## config.mk

```make
export PLATFORM = sky130hd
export DESIGN_NAME = pps_panel
export DESIGN_NICKNAME = d
export VERILOG_FILES = /design/src/include/pps_pkg.sv /design/src/include/pps_key_if.sv /design/src/hdl/pps_keysync.sv /design/src/hdl/pps_panel.sv
export VERILOG_INCLUDE_DIRS = /design/src /design/src/include
export SDC_FILE = /design/constraint.sdc
export NUM_CORES = 1
export LEC_CHECK = 0
export ABC_AREA = 1
export BUFFER_PORTS_ARGS = -buffer_cell sky130_fd_sc_hd__buf_4
export CAP_MARGIN = 15
export CORE_MARGIN = 4
export CORE_UTILIZATION = 35
export DETAILED_ROUTE_END_ITERATION = 10
export GPL_ROUTABILITY_DRIVEN = 0
export HOLD_SLACK_MARGIN = 0.05
export PLACE_DENSITY = 0.53
export REMOVE_ABC_BUFFERS = 1
export SETUP_SLACK_MARGIN = 0.4
export SYNTH_ARGS = -nofsm -noshare
export SYNTH_HDL_FRONTEND = slang
export SYNTH_SLANG_ARGS = --single-unit
```

## constraint.sdc

```tcl
create_clock -name clk_sys -period 2.29 [get_ports clk_sys]
set_input_delay 0.458 -clock clk_sys [delete_from_list [all_inputs] [get_ports clk_sys]]
set_output_delay 0.458 -clock clk_sys [all_outputs]
set_load 0.02 [all_outputs]
```

## src/include/pps_regs.svh

```systemverilog
// constants for the panel password, tuning and self-test block
// How it works
// - stored zero password means no protection
// - matching entry clears lock, restores write access
// - mismatch keeps lock and rejects parameter writes
// - nonzero password shows lock mark in level two while still locked
// - leaving programming re-arms the password lock
// - correct code then 0000 disables password
// - tuning select value 2 enters tuning state
// - tuning flashes three unit leds, shows mark
// - tuning guard refuses tuning when it forbids
// - both keys while stopped start self-test
// - step one lights low digits, then high
// - step two adds one indicator per half second
// - step three darkens lcd left to right
// - step four writes and reads every memory cell
// - valid stored data skips the memory step
// - save stores and advances, menu discards
`ifndef PPS_REGS_SVH
`define PPS_REGS_SVH

// ****************************************
// values
// ****************************************
`define PPS_PW_NONE      16'h0000
`define PPS_TUNE_SEL     16'h0002
`define PPS_UNITS_ALL    3'h7
`define PPS_UNITS_OFF    3'h0
`define PPS_UNITS_FIRST  3'h1
`define PPS_LCD_COLS     8'h80
`define PPS_MEM_LAST     8'hFF
`define PPS_MEM_PATTERN  8'hA5

// ****************************************
// timing
// ****************************************
`define PPS_CLK_NS       4
`define PPS_STEP_NS      500000000
`define PPS_COL_NS       3000000

`endif

```

## src/include/pps_pkg.sv

```systemverilog
// types shared by the panel block
package pps_pkg;
    typedef enum logic [1:0] {
        PPS_PAR_OTHER,
        PPS_PAR_PASSWORD,
        PPS_PAR_TUNE_SEL
    } pps_param_t;

    typedef enum logic [2:0] {
        PPS_ST_IDLE,
        PPS_ST_DIGIT_LO,
        PPS_ST_DIGIT_HI,
        PPS_ST_UNITS,
        PPS_ST_LCD,
        PPS_ST_MEM_WR,
        PPS_ST_MEM_RD,
        PPS_ST_MEM_CHK
    } pps_st_t;
endpackage : pps_pkg

```

## src/include/pps_key_if.sv

```systemverilog
// debounced panel keys passed from the synchroniser to the panel logic
`timescale 1ns/1ps
`default_nettype none
interface pps_key_if;
    logic menu_escape_key;
    logic halt_clear_key;
    modport src (output menu_escape_key, output halt_clear_key);
    modport dst (input menu_escape_key, input halt_clear_key);
endinterface : pps_key_if
`default_nettype wire

```

## src/hdl/pps_keysync.sv

```systemverilog
// three-stage synchroniser for the two panel key pins
`timescale 1ns/1ps
`default_nettype none
module pps_keysync (
    // clock and reset
    input  wire logic    clk_sys,
    input  wire logic    rst_n,
    // raw key pins, high when pressed
    input  wire logic    menu_escape_key_pin,
    input  wire logic    halt_clear_key_pin,
    // clean keys
    pps_key_if.src       keys
);
    logic [1:0] s1_q, s2_q, s3_q, stable_q;
    logic [1:0] stable_d;

    // a change counts only when the second and third stages agree
    always_comb begin
        stable_d = stable_q;
        for (int i = 0; i < 2; i++) begin
            if (s2_q[i] == s3_q[i]) begin
                stable_d[i] = s3_q[i];
            end
        end
    end

    always_ff @(posedge clk_sys) begin
        if (!rst_n) begin
            s1_q     <= 2'h0;
            s2_q     <= 2'h0;
            s3_q     <= 2'h0;
            stable_q <= 2'h0;
        end else begin
            s1_q     <= {halt_clear_key_pin, menu_escape_key_pin};
            s2_q     <= s1_q;
            s3_q     <= s2_q;
            stable_q <= stable_d;
        end
    end

    assign keys.menu_escape_key = stable_q[0];
    assign keys.halt_clear_key  = stable_q[1];
endmodule : pps_keysync
`default_nettype wire

```

## src/hdl/pps_panel.sv

```systemverilog
// panel password gate, tuning entry and four-step self-test
`timescale 1ns/1ps
`default_nettype none
`include "pps_regs.svh"
module pps_panel #(
    parameter logic [31:0] STEP_CYC = `PPS_STEP_NS / `PPS_CLK_NS,
    parameter logic [31:0] COL_CYC  = `PPS_COL_NS / `PPS_CLK_NS
) (
    // clock and reset
    input  wire logic              clk_sys,
    input  wire logic              rst_n,
    // key pins
    input  wire logic              menu_escape_key_pin,
    input  wire logic              halt_clear_key_pin,
    // menu edits from the keypad scanner
    input  wire logic              edit_valid,
    input  wire pps_pkg::pps_param_t edit_param,
    input  wire logic [15:0]       edit_value,
    input  wire logic              edit_save,
    input  wire logic              menu_level2,
    input  wire logic              prog_exit,
    // drive state
    input  wire logic              drive_stopped,
    input  wire logic              tuning_guard_param,
    input  wire logic              tune_done,
    input  wire logic              nv_data_valid,
    // keypad nonvolatile memory
    output logic [7:0]             mem_addr_q,
    output logic [7:0]             mem_wdata_q,
    output logic                   mem_we_q,
    output logic                   mem_re_q,
    input  wire logic [7:0]        mem_rdata,
    // parameter store
    output logic                   param_wr_q,
    output logic [15:0]            param_wr_data_q,
    output logic                   param_adv_q,
    output logic                   wr_reject_q,
    // display
    output logic                   lock_mark_q,
    output logic                   tune_mark_q,
    output logic [2:0]             unit_led_q,
    output logic                   digit_lo_q,
    output logic                   digit_hi_q,
    output logic [7:0]             lcd_dark_q,
    output logic                   selftest_busy_q,
    output logic                   selftest_fail_q
);
    import pps_pkg::*;

    pps_key_if keys ();

    pps_keysync u_keysync (
        .clk_sys             (clk_sys),
        .rst_n               (rst_n),
        .menu_escape_key_pin (menu_escape_key_pin),
        .halt_clear_key_pin  (halt_clear_key_pin),
        .keys                (keys)
    );

    // ****************************************
    // password and tuning
    // ****************************************
    logic [15:0] pw_q, pw_d;
    logic        unlock_q, unlock_d;
    logic        tune_q, tune_d;
    logic        blink_q, blink_d;
    logic        param_wr_d, param_adv_d, wr_reject_d, lock_mark_d;
    logic [15:0] param_wr_data_d;
    logic [31:0] blink_cnt_q, blink_cnt_d;
    logic        locked;
    logic        save_ok;
    pps_st_t     st_q;

    assign locked  = (pw_q != `PPS_PW_NONE) && !unlock_q;
    // panel edits are ignored while the self-test owns the display
    assign save_ok = edit_valid && edit_save && (st_q == PPS_ST_IDLE);

    always_comb begin
        pw_d            = pw_q;
        unlock_d        = unlock_q;
        tune_d          = tune_q;
        param_wr_d      = 1'b0;
        param_adv_d     = 1'b0;
        wr_reject_d     = 1'b0;
        param_wr_data_d = param_wr_data_q;
        blink_d         = blink_q;
        blink_cnt_d     = blink_cnt_q + 32'h1;
        if (!tune_q || blink_cnt_q >= STEP_CYC - 32'h1) begin
            blink_cnt_d = 32'h0;
            blink_d     = tune_q ? !blink_q : 1'b0;
        end
        if (save_ok) begin
            case (edit_param)
                PPS_PAR_PASSWORD: begin
                    if (!locked) begin
                        pw_d        = edit_value;
                        param_adv_d = 1'b1;
                    end else if (edit_value == pw_q) begin
                        unlock_d    = 1'b1;
                        param_adv_d = 1'b1;
                    end else begin
                        wr_reject_d = 1'b1;
                    end
                end
                PPS_PAR_TUNE_SEL: begin
                    if (locked || tuning_guard_param) begin
                        wr_reject_d = 1'b1;
                    end else begin
                        param_wr_d      = 1'b1;
                        param_adv_d     = 1'b1;
                        param_wr_data_d = edit_value;
                        tune_d          = (edit_value == `PPS_TUNE_SEL);
                    end
                end
                default: begin
                    if (locked) begin
                        wr_reject_d = 1'b1;
                    end else begin
                        param_wr_d      = 1'b1;
                        param_adv_d     = 1'b1;
                        param_wr_data_d = edit_value;
                    end
                end
            endcase
        end
        if (tune_done) begin
            tune_d = 1'b0;
        end
        if (prog_exit) begin
            unlock_d = 1'b0;
        end
        lock_mark_d = menu_level2 && locked;
    end

    always_ff @(posedge clk_sys) begin
        if (!rst_n) begin
            pw_q            <= `PPS_PW_NONE;
            unlock_q        <= 1'b0;
            tune_q          <= 1'b0;
            blink_q         <= 1'b0;
            blink_cnt_q     <= 32'h0;
            param_wr_q      <= 1'b0;
            param_adv_q     <= 1'b0;
            wr_reject_q     <= 1'b0;
            param_wr_data_q <= 16'h0;
            lock_mark_q     <= 1'b0;
        end else begin
            pw_q            <= pw_d;
            unlock_q        <= unlock_d;
            tune_q          <= tune_d;
            blink_q         <= blink_d;
            blink_cnt_q     <= blink_cnt_d;
            param_wr_q      <= param_wr_d;
            param_adv_q     <= param_adv_d;
            wr_reject_q     <= wr_reject_d;
            param_wr_data_q <= param_wr_data_d;
            lock_mark_q     <= lock_mark_d;
        end
    end

    // ****************************************
    // self-test sequencer
    // ****************************************
    pps_st_t     st_d;
    logic [31:0] tmr_q, tmr_d;
    logic        both_q, both_d, tick;
    logic [2:0]  unit_d;
    logic [7:0]  lcd_d, addr_d, wdata_d;
    logic        lo_d, hi_d, we_d, re_d, fail_d, tune_mark_d, busy_d;

    function automatic logic [7:0] pattern(input logic [7:0] a);
        pattern = a ^ `PPS_MEM_PATTERN;
    endfunction : pattern

    // the lcd sweep paces on its own, shorter column time
    assign tick = (tmr_q >= ((st_q == PPS_ST_LCD) ? COL_CYC : STEP_CYC) - 32'h1);

    always_comb begin
        st_d        = st_q;
        tmr_d       = tick ? 32'h0 : tmr_q + 32'h1;
        both_d      = keys.menu_escape_key && keys.halt_clear_key;
        unit_d      = unit_led_q;
        lcd_d       = lcd_dark_q;
        lo_d        = 1'b0;
        hi_d        = 1'b0;
        addr_d      = mem_addr_q;
        wdata_d     = mem_wdata_q;
        we_d        = 1'b0;
        re_d        = 1'b0;
        fail_d      = selftest_fail_q;
        tune_mark_d = tune_q;
        case (st_q)
            PPS_ST_IDLE: begin
                tmr_d  = 32'h0;
                lcd_d  = 8'h0;
                unit_d = tune_q ? (blink_q ? `PPS_UNITS_ALL : `PPS_UNITS_OFF)
                                : `PPS_UNITS_OFF;
                // only a fresh press of both keys while stopped
                if (both_d && !both_q && drive_stopped) begin
                    st_d   = PPS_ST_DIGIT_LO;
                    fail_d = 1'b0;
                end
            end
            PPS_ST_DIGIT_LO: begin
                if (tick) begin
                    st_d = PPS_ST_DIGIT_HI;
                end
            end
            PPS_ST_DIGIT_HI: begin
                if (tick) begin
                    st_d   = PPS_ST_UNITS;
                    unit_d = `PPS_UNITS_FIRST;
                end
            end
            PPS_ST_UNITS: begin
                if (tick) begin
                    if (unit_led_q == `PPS_UNITS_ALL) begin
                        st_d = PPS_ST_LCD;
                    end else begin
                        unit_d = {unit_led_q[1:0], 1'b1};
                    end
                end
            end
            PPS_ST_LCD: begin
                unit_d = `PPS_UNITS_OFF;
                if (tick) begin
                    if (lcd_dark_q != `PPS_LCD_COLS) begin
                        lcd_d = lcd_dark_q + 8'h1;
                    end else if (nv_data_valid) begin
                        st_d = PPS_ST_IDLE;
                    end else begin
                        st_d    = PPS_ST_MEM_WR;
                        addr_d  = 8'h0;
                        wdata_d = pattern(8'h0);
                        we_d    = 1'b1;
                    end
                end
            end
            PPS_ST_MEM_WR: begin
                if (mem_addr_q == `PPS_MEM_LAST) begin
                    st_d   = PPS_ST_MEM_RD;
                    addr_d = 8'h0;
                    re_d   = 1'b1;
                end else begin
                    addr_d  = mem_addr_q + 8'h1;
                    wdata_d = pattern(addr_d);
                    we_d    = 1'b1;
                end
            end
            PPS_ST_MEM_RD: begin
                st_d = PPS_ST_MEM_CHK;
            end
            PPS_ST_MEM_CHK: begin
                if (mem_rdata != pattern(mem_addr_q)) begin
                    fail_d = 1'b1;
                end
                if (mem_addr_q == `PPS_MEM_LAST) begin
                    st_d = PPS_ST_IDLE;
                end else begin
                    st_d   = PPS_ST_MEM_RD;
                    addr_d = mem_addr_q + 8'h1;
                    re_d   = 1'b1;
                end
            end
            default: begin
                st_d = PPS_ST_IDLE;
            end
        endcase
        // phase outputs follow the next state so they line up with busy
        lo_d   = (st_d == PPS_ST_DIGIT_LO);
        hi_d   = (st_d == PPS_ST_DIGIT_HI);
        busy_d = (st_d != PPS_ST_IDLE);
    end

    always_ff @(posedge clk_sys) begin
        if (!rst_n) begin
            st_q            <= PPS_ST_IDLE;
            tmr_q           <= 32'h0;
            both_q          <= 1'b0;
            unit_led_q      <= `PPS_UNITS_OFF;
            lcd_dark_q      <= 8'h0;
            digit_lo_q      <= 1'b0;
            digit_hi_q      <= 1'b0;
            mem_addr_q      <= 8'h0;
            mem_wdata_q     <= 8'h0;
            mem_we_q        <= 1'b0;
            mem_re_q        <= 1'b0;
            selftest_fail_q <= 1'b0;
            selftest_busy_q <= 1'b0;
            tune_mark_q     <= 1'b0;
        end else begin
            st_q            <= st_d;
            tmr_q           <= tmr_d;
            both_q          <= both_d;
            unit_led_q      <= unit_d;
            lcd_dark_q      <= lcd_d;
            digit_lo_q      <= lo_d;
            digit_hi_q      <= hi_d;
            mem_addr_q      <= addr_d;
            mem_wdata_q     <= wdata_d;
            mem_we_q        <= we_d;
            mem_re_q        <= re_d;
            selftest_fail_q <= fail_d;
            selftest_busy_q <= busy_d;
            tune_mark_q     <= tune_mark_d;
        end
    end

    // ****************************************
    // checks
    // ****************************************
    a_zero_no_lock: assert property (@(posedge clk_sys) disable iff (!rst_n)
        (save_ok && edit_param == PPS_PAR_OTHER && pw_q == `PPS_PW_NONE) |=> param_wr_q)
        else $error("write refused with no password");
    a_match_unlocks: assert property (@(posedge clk_sys) disable iff (!rst_n)
        (save_ok && edit_param == PPS_PAR_PASSWORD && locked && edit_value == pw_q
         && !prog_exit) |=> (unlock_q && !wr_reject_q))
        else $error("matching code did not unlock");
    a_locked_rejects: assert property (@(posedge clk_sys) disable iff (!rst_n)
        (save_ok && edit_param == PPS_PAR_OTHER && locked) |=> (wr_reject_q && !param_wr_q))
        else $error("locked write was accepted");
    a_lock_mark_on: assert property (@(posedge clk_sys) disable iff (!rst_n)
        (menu_level2 && pw_q != `PPS_PW_NONE && !unlock_q) |=> lock_mark_q)
        else $error("lock mark missing");
    a_exit_relocks: assert property (@(posedge clk_sys) disable iff (!rst_n)
        prog_exit |=> !unlock_q)
        else $error("lock not re-armed on exit");
    a_zero_cancels: assert property (@(posedge clk_sys) disable iff (!rst_n)
        (save_ok && edit_param == PPS_PAR_PASSWORD && unlock_q && edit_value == `PPS_PW_NONE)
        |=> (pw_q == `PPS_PW_NONE))
        else $error("password not cancelled");
    a_guard_blocks: assert property (@(posedge clk_sys) disable iff (!rst_n)
        (save_ok && edit_param == PPS_PAR_TUNE_SEL && tuning_guard_param && !tune_q)
        |=> (!tune_q && wr_reject_q))
        else $error("tuning entered against guard");
    a_tune_flash: assert property (@(posedge clk_sys) disable iff (!rst_n)
        (tune_q && st_q == PPS_ST_IDLE) |=> (tune_mark_q && (unit_led_q == `PPS_UNITS_ALL
                                      || unit_led_q == `PPS_UNITS_OFF)))
        else $error("tuning display wrong");
    a_start_stopped: assert property (@(posedge clk_sys) disable iff (!rst_n)
        (st_q == PPS_ST_IDLE && !drive_stopped) |=> (st_q == PPS_ST_IDLE))
        else $error("self-test started while running");
    a_skip_memory: assert property (@(posedge clk_sys) disable iff (!rst_n)
        (st_q == PPS_ST_LCD && nv_data_valid) |=> !mem_we_q)
        else $error("memory written while holding data");
    a_fail_keeps_pw: assert property (@(posedge clk_sys) disable iff (!rst_n)
        (save_ok && edit_param == PPS_PAR_PASSWORD && locked && edit_value != pw_q)
        |=> ($stable(pw_q) && !param_wr_q))
        else $error("failed compare changed state");
endmodule : pps_panel
`default_nettype wire

```

==> results.cfg <==
[placement]
place_area_sq_um = 8630
io_buffers = 91
hpwl_um = 12800

[clocking]
cts_buffer_depth = 2
numClockSinks = 149
holdBufCountCts = 0
cts_tree = built
clkTransAtPathRegs_ns = 0.07
cts_buffers = 17
htreeDepth = 4
clock_latency_ns = 0.42
cts_root_buf = clkbuf_16

[cells_and_area]
multi_input_area_sq_um = 4450
final_common_cell = nand2_1
nets = 1216
antennaDiodeCount = 0
area_delta_synth_final_pct = 34.5
seq_area_sq_um = 3000
stdcell_area_sq_um = 10100
layout_common_cells = nand2_1, dfxtp_1, nor2_1
layout-drive-gt1-share_pct = 30.6
nFillCells = 2115

[drt]
dr.pass1.iters = 5
ant_nets = 0
wl_per_cell_um = 12.9
routed_wl_um = 18700
drcViolationCount = 0
dr_total_vias = 6729
drt_iter0_drc = 354
routed_via_density = 4.65

[critical_path]
worstPathRequired_ns = 2.64
worst_setup_path_start_kind = flop
path_max_fanout = 8
endpoint_kind = flop
crit_type = reg -> reg
arrival_ns = 2.65

[synth]
yosysSeqAreaShare_pct = 39.6
syn_avg_cell_area_sq_um = 7.40
synthDistinctLibCells = 51
synth_seq_cells = 149
async_flop_share_pct = 0
ys.flop_type = dfxtp_1
syn-cell-area_sq_um = 7530
synth_edf_count = 0
yosys_warnings = 0
synthCells = 1017

[timing]
setup_tns_ns = -0.00823
final_max_slew_viol_count = 0
fmax_ghz = 0.435
min_period_ns = 2.30
period_share_pct = 100
hold_viol = 0
fin_skew_ns = 0.0127
finalSetupViolations = 1
slew_headroom_pct = 58.5
worst_slack_ns = -0.00823
rsz0062_at_grt = yes
tightest_slew_ns = 0.620

[worst_hold_path]
hold_path_class = in -> reg

[outcome]
status = complete, but fails checks
failed_checks = negative setup slack

[floorplan]
rows = 53
die_x_um = 155
die_y_um = 155
initial_core_util_pct = 35.7
dieArea_sq_um = 23900
num_io_pins = 92
core_sq_um = 21100

[global_routing]
grt_use_total_pct = 15.3
grt-ovfl-total = 0
grt_max_degree = 33
grt_pass1_vias = 6286
grt_antenna_before_repair = 0
grt_pass1_wl_um = 30500

[flow_run]
maxCapViolCount = 0

[pwr]
power.density_nw_per_um2 = 624
p_leak_nw = 4.18
peakVddDrop_mv = 0.413
-- logic make-up after synthesis --
| logic type | after synthesis | synth area share, % |
|---|---|---|
| AND/OR/NAND/NOR | 474 | 31.0 |
| buffers and inverters | 175 | 9.26 |
| AO/OA/AOI/OAI | 150 | 11.2 |
| flip-flops | 149 | 39.6 |
| XOR/XNOR | 50 | 5.82 |
| adder cells (fa/ha/maj) | 18 | 2.99 |
| other | 1 | 0.0498 |
-- metal layers --
layer / vias up / GRT usage, % / share of wire (%)
met5: - / 0 / 0
met4: 0 / 3.53 / 0.72
met1: 3101 / 20.5 / 48
met3: 11 / 4.17 / 4.0
li1: 3535 / - / -
met2: 82 / 24.6 / 48
-- layout make-up --
class,count,area share (%)
Timing Repair inverter,1,0.0865
Timing Repair Buffer,136,11.6
Clock inverter,14,1.19
Tap cell,275,3.40
Clock buffer,18,4.24
Inverter,153,5.93
Sequential cell,149,29.6
Multi-Input combinational cell,702,43.9
-- worst paths after layout --
check | startpoint | to | slack, ns | cells after the start
worst max register to register | st_q[1]$_SDFF_PN0_ | lcd_dark_q[2]$_SDFFE_PN0P_ | -0.008 | 18
worst min register to register | u_keysync.s1_q[0]$_SDFF_PN0_ | u_keysync.s2_q[0]$_SDFF_PN0_ | 0.42 | 2
worst max-delay path | st_q[1]$_SDFF_PN0_ | lcd_dark_q[2]$_SDFFE_PN0P_ | -0.008 | 18
worst min-delay path | prog_exit | unlock_q$_SDFFE_PP0P_ | 0.19 | 2
-- registers in the layout, indices dropped and copies added (netlist names), 3 cells and up --
register         cells
pw_q                16
lcd_dark_q           8
unit_led_q           3
blink_cnt_q         32
st_q                 3
param_wr_data_q     16
mem_wdata_q          8
tmr_q               32
mem_addr_q           8
-- synth_stat cells (all sizes together), types with 2 or more instances --
cell type | instances | area, sq um
nand2 | 185 | 805
nor2 | 167 | 741
inv | 151 | 572
dfxtp | 149 | 2980
a21oi | 77 | 423
o21ai | 58 | 302
nand3 | 45 | 248
nor3 | 27 | 178
nand4 | 26 | 199
xor2 | 26 | 228
xnor2 | 24 | 210
ha | 18 | 225
buf | 14 | 86.3
nor4 | 10 | 68.8
clkbuf | 8 | 30.0
nor3b | 6 | 45.0
or2 | 6 | 37.5
o211ai | 4 | 30.0
o2111ai | 3 | 26.3
a211oi | 2 | 15.0
a31oi | 2 | 12.5
clkinv | 2 | 8.75
-- stage by stage --
| step | power, W | cells | hold slack, ns | utilization, % | setup WS [ns] |
|---|---|---|---|---|---|
| final | 0.00632 | 1448 | 0.188 | 48.0 | -0.00823 |
| after global routing | 0.00662 | 1448 | 0.173 | 48.0 | -0.190 |
| after CTS | 0.00629 | 1431 | 0.175 | 45.4 | -0.0533 |
| after detailed placement | 0.00360 | 1386 | 0.401 | 40.9 | -0.115 |
| after global placement | 0.00360 | 1386 | 0.399 | 40.9 | -0.0595 |
| after floorplan | 0.00327 | 1003 | 0.390 | - | -0.320 |
-- what timing repair did --
action / 4_1_cts / 5_1_grt
gates resized for setup: 58 / 116
pin swaps: 23 / 39
gates cloned: 3 / 4
endpoints found under the setup margin: 90 / 122
buffers inserted: 10 / 13
-- critical path, cell delays in order, from the launching register on --
cell,delay [ns]
dfxtp_2,0.32
nor2_2,0.10
inv_2,0.05
nor2_4,0.20
buf_12,0.16
ha_4,0.20
nand2_2,0.06
inv_2,0.03
o21ai_2,0.12
nand2_2,0.07
a21oi_4,0.24
nand2_8,0.10
inv_4,0.11
nand2_4,0.07
nand2_8,0.10
inv_4,0.06
nand2_1,0.05
nand2_1,0.06
a21oi_2,0.11
-- where the power goes --
| group | internal (W) | leakage (nW) | switching (W) |
|---|---|---|---|
| combinational | 0.000382 | 2.70 | 0.000558 |
| sequential | 0.00270 | 1.21 | 0.0000571 |
| clock | 0.00142 | 0.267 | 0.00121 |
| total | 0.00450 | 4.18 | 0.00182 |
Note: power is estimated with default switching activity, not from simulation.
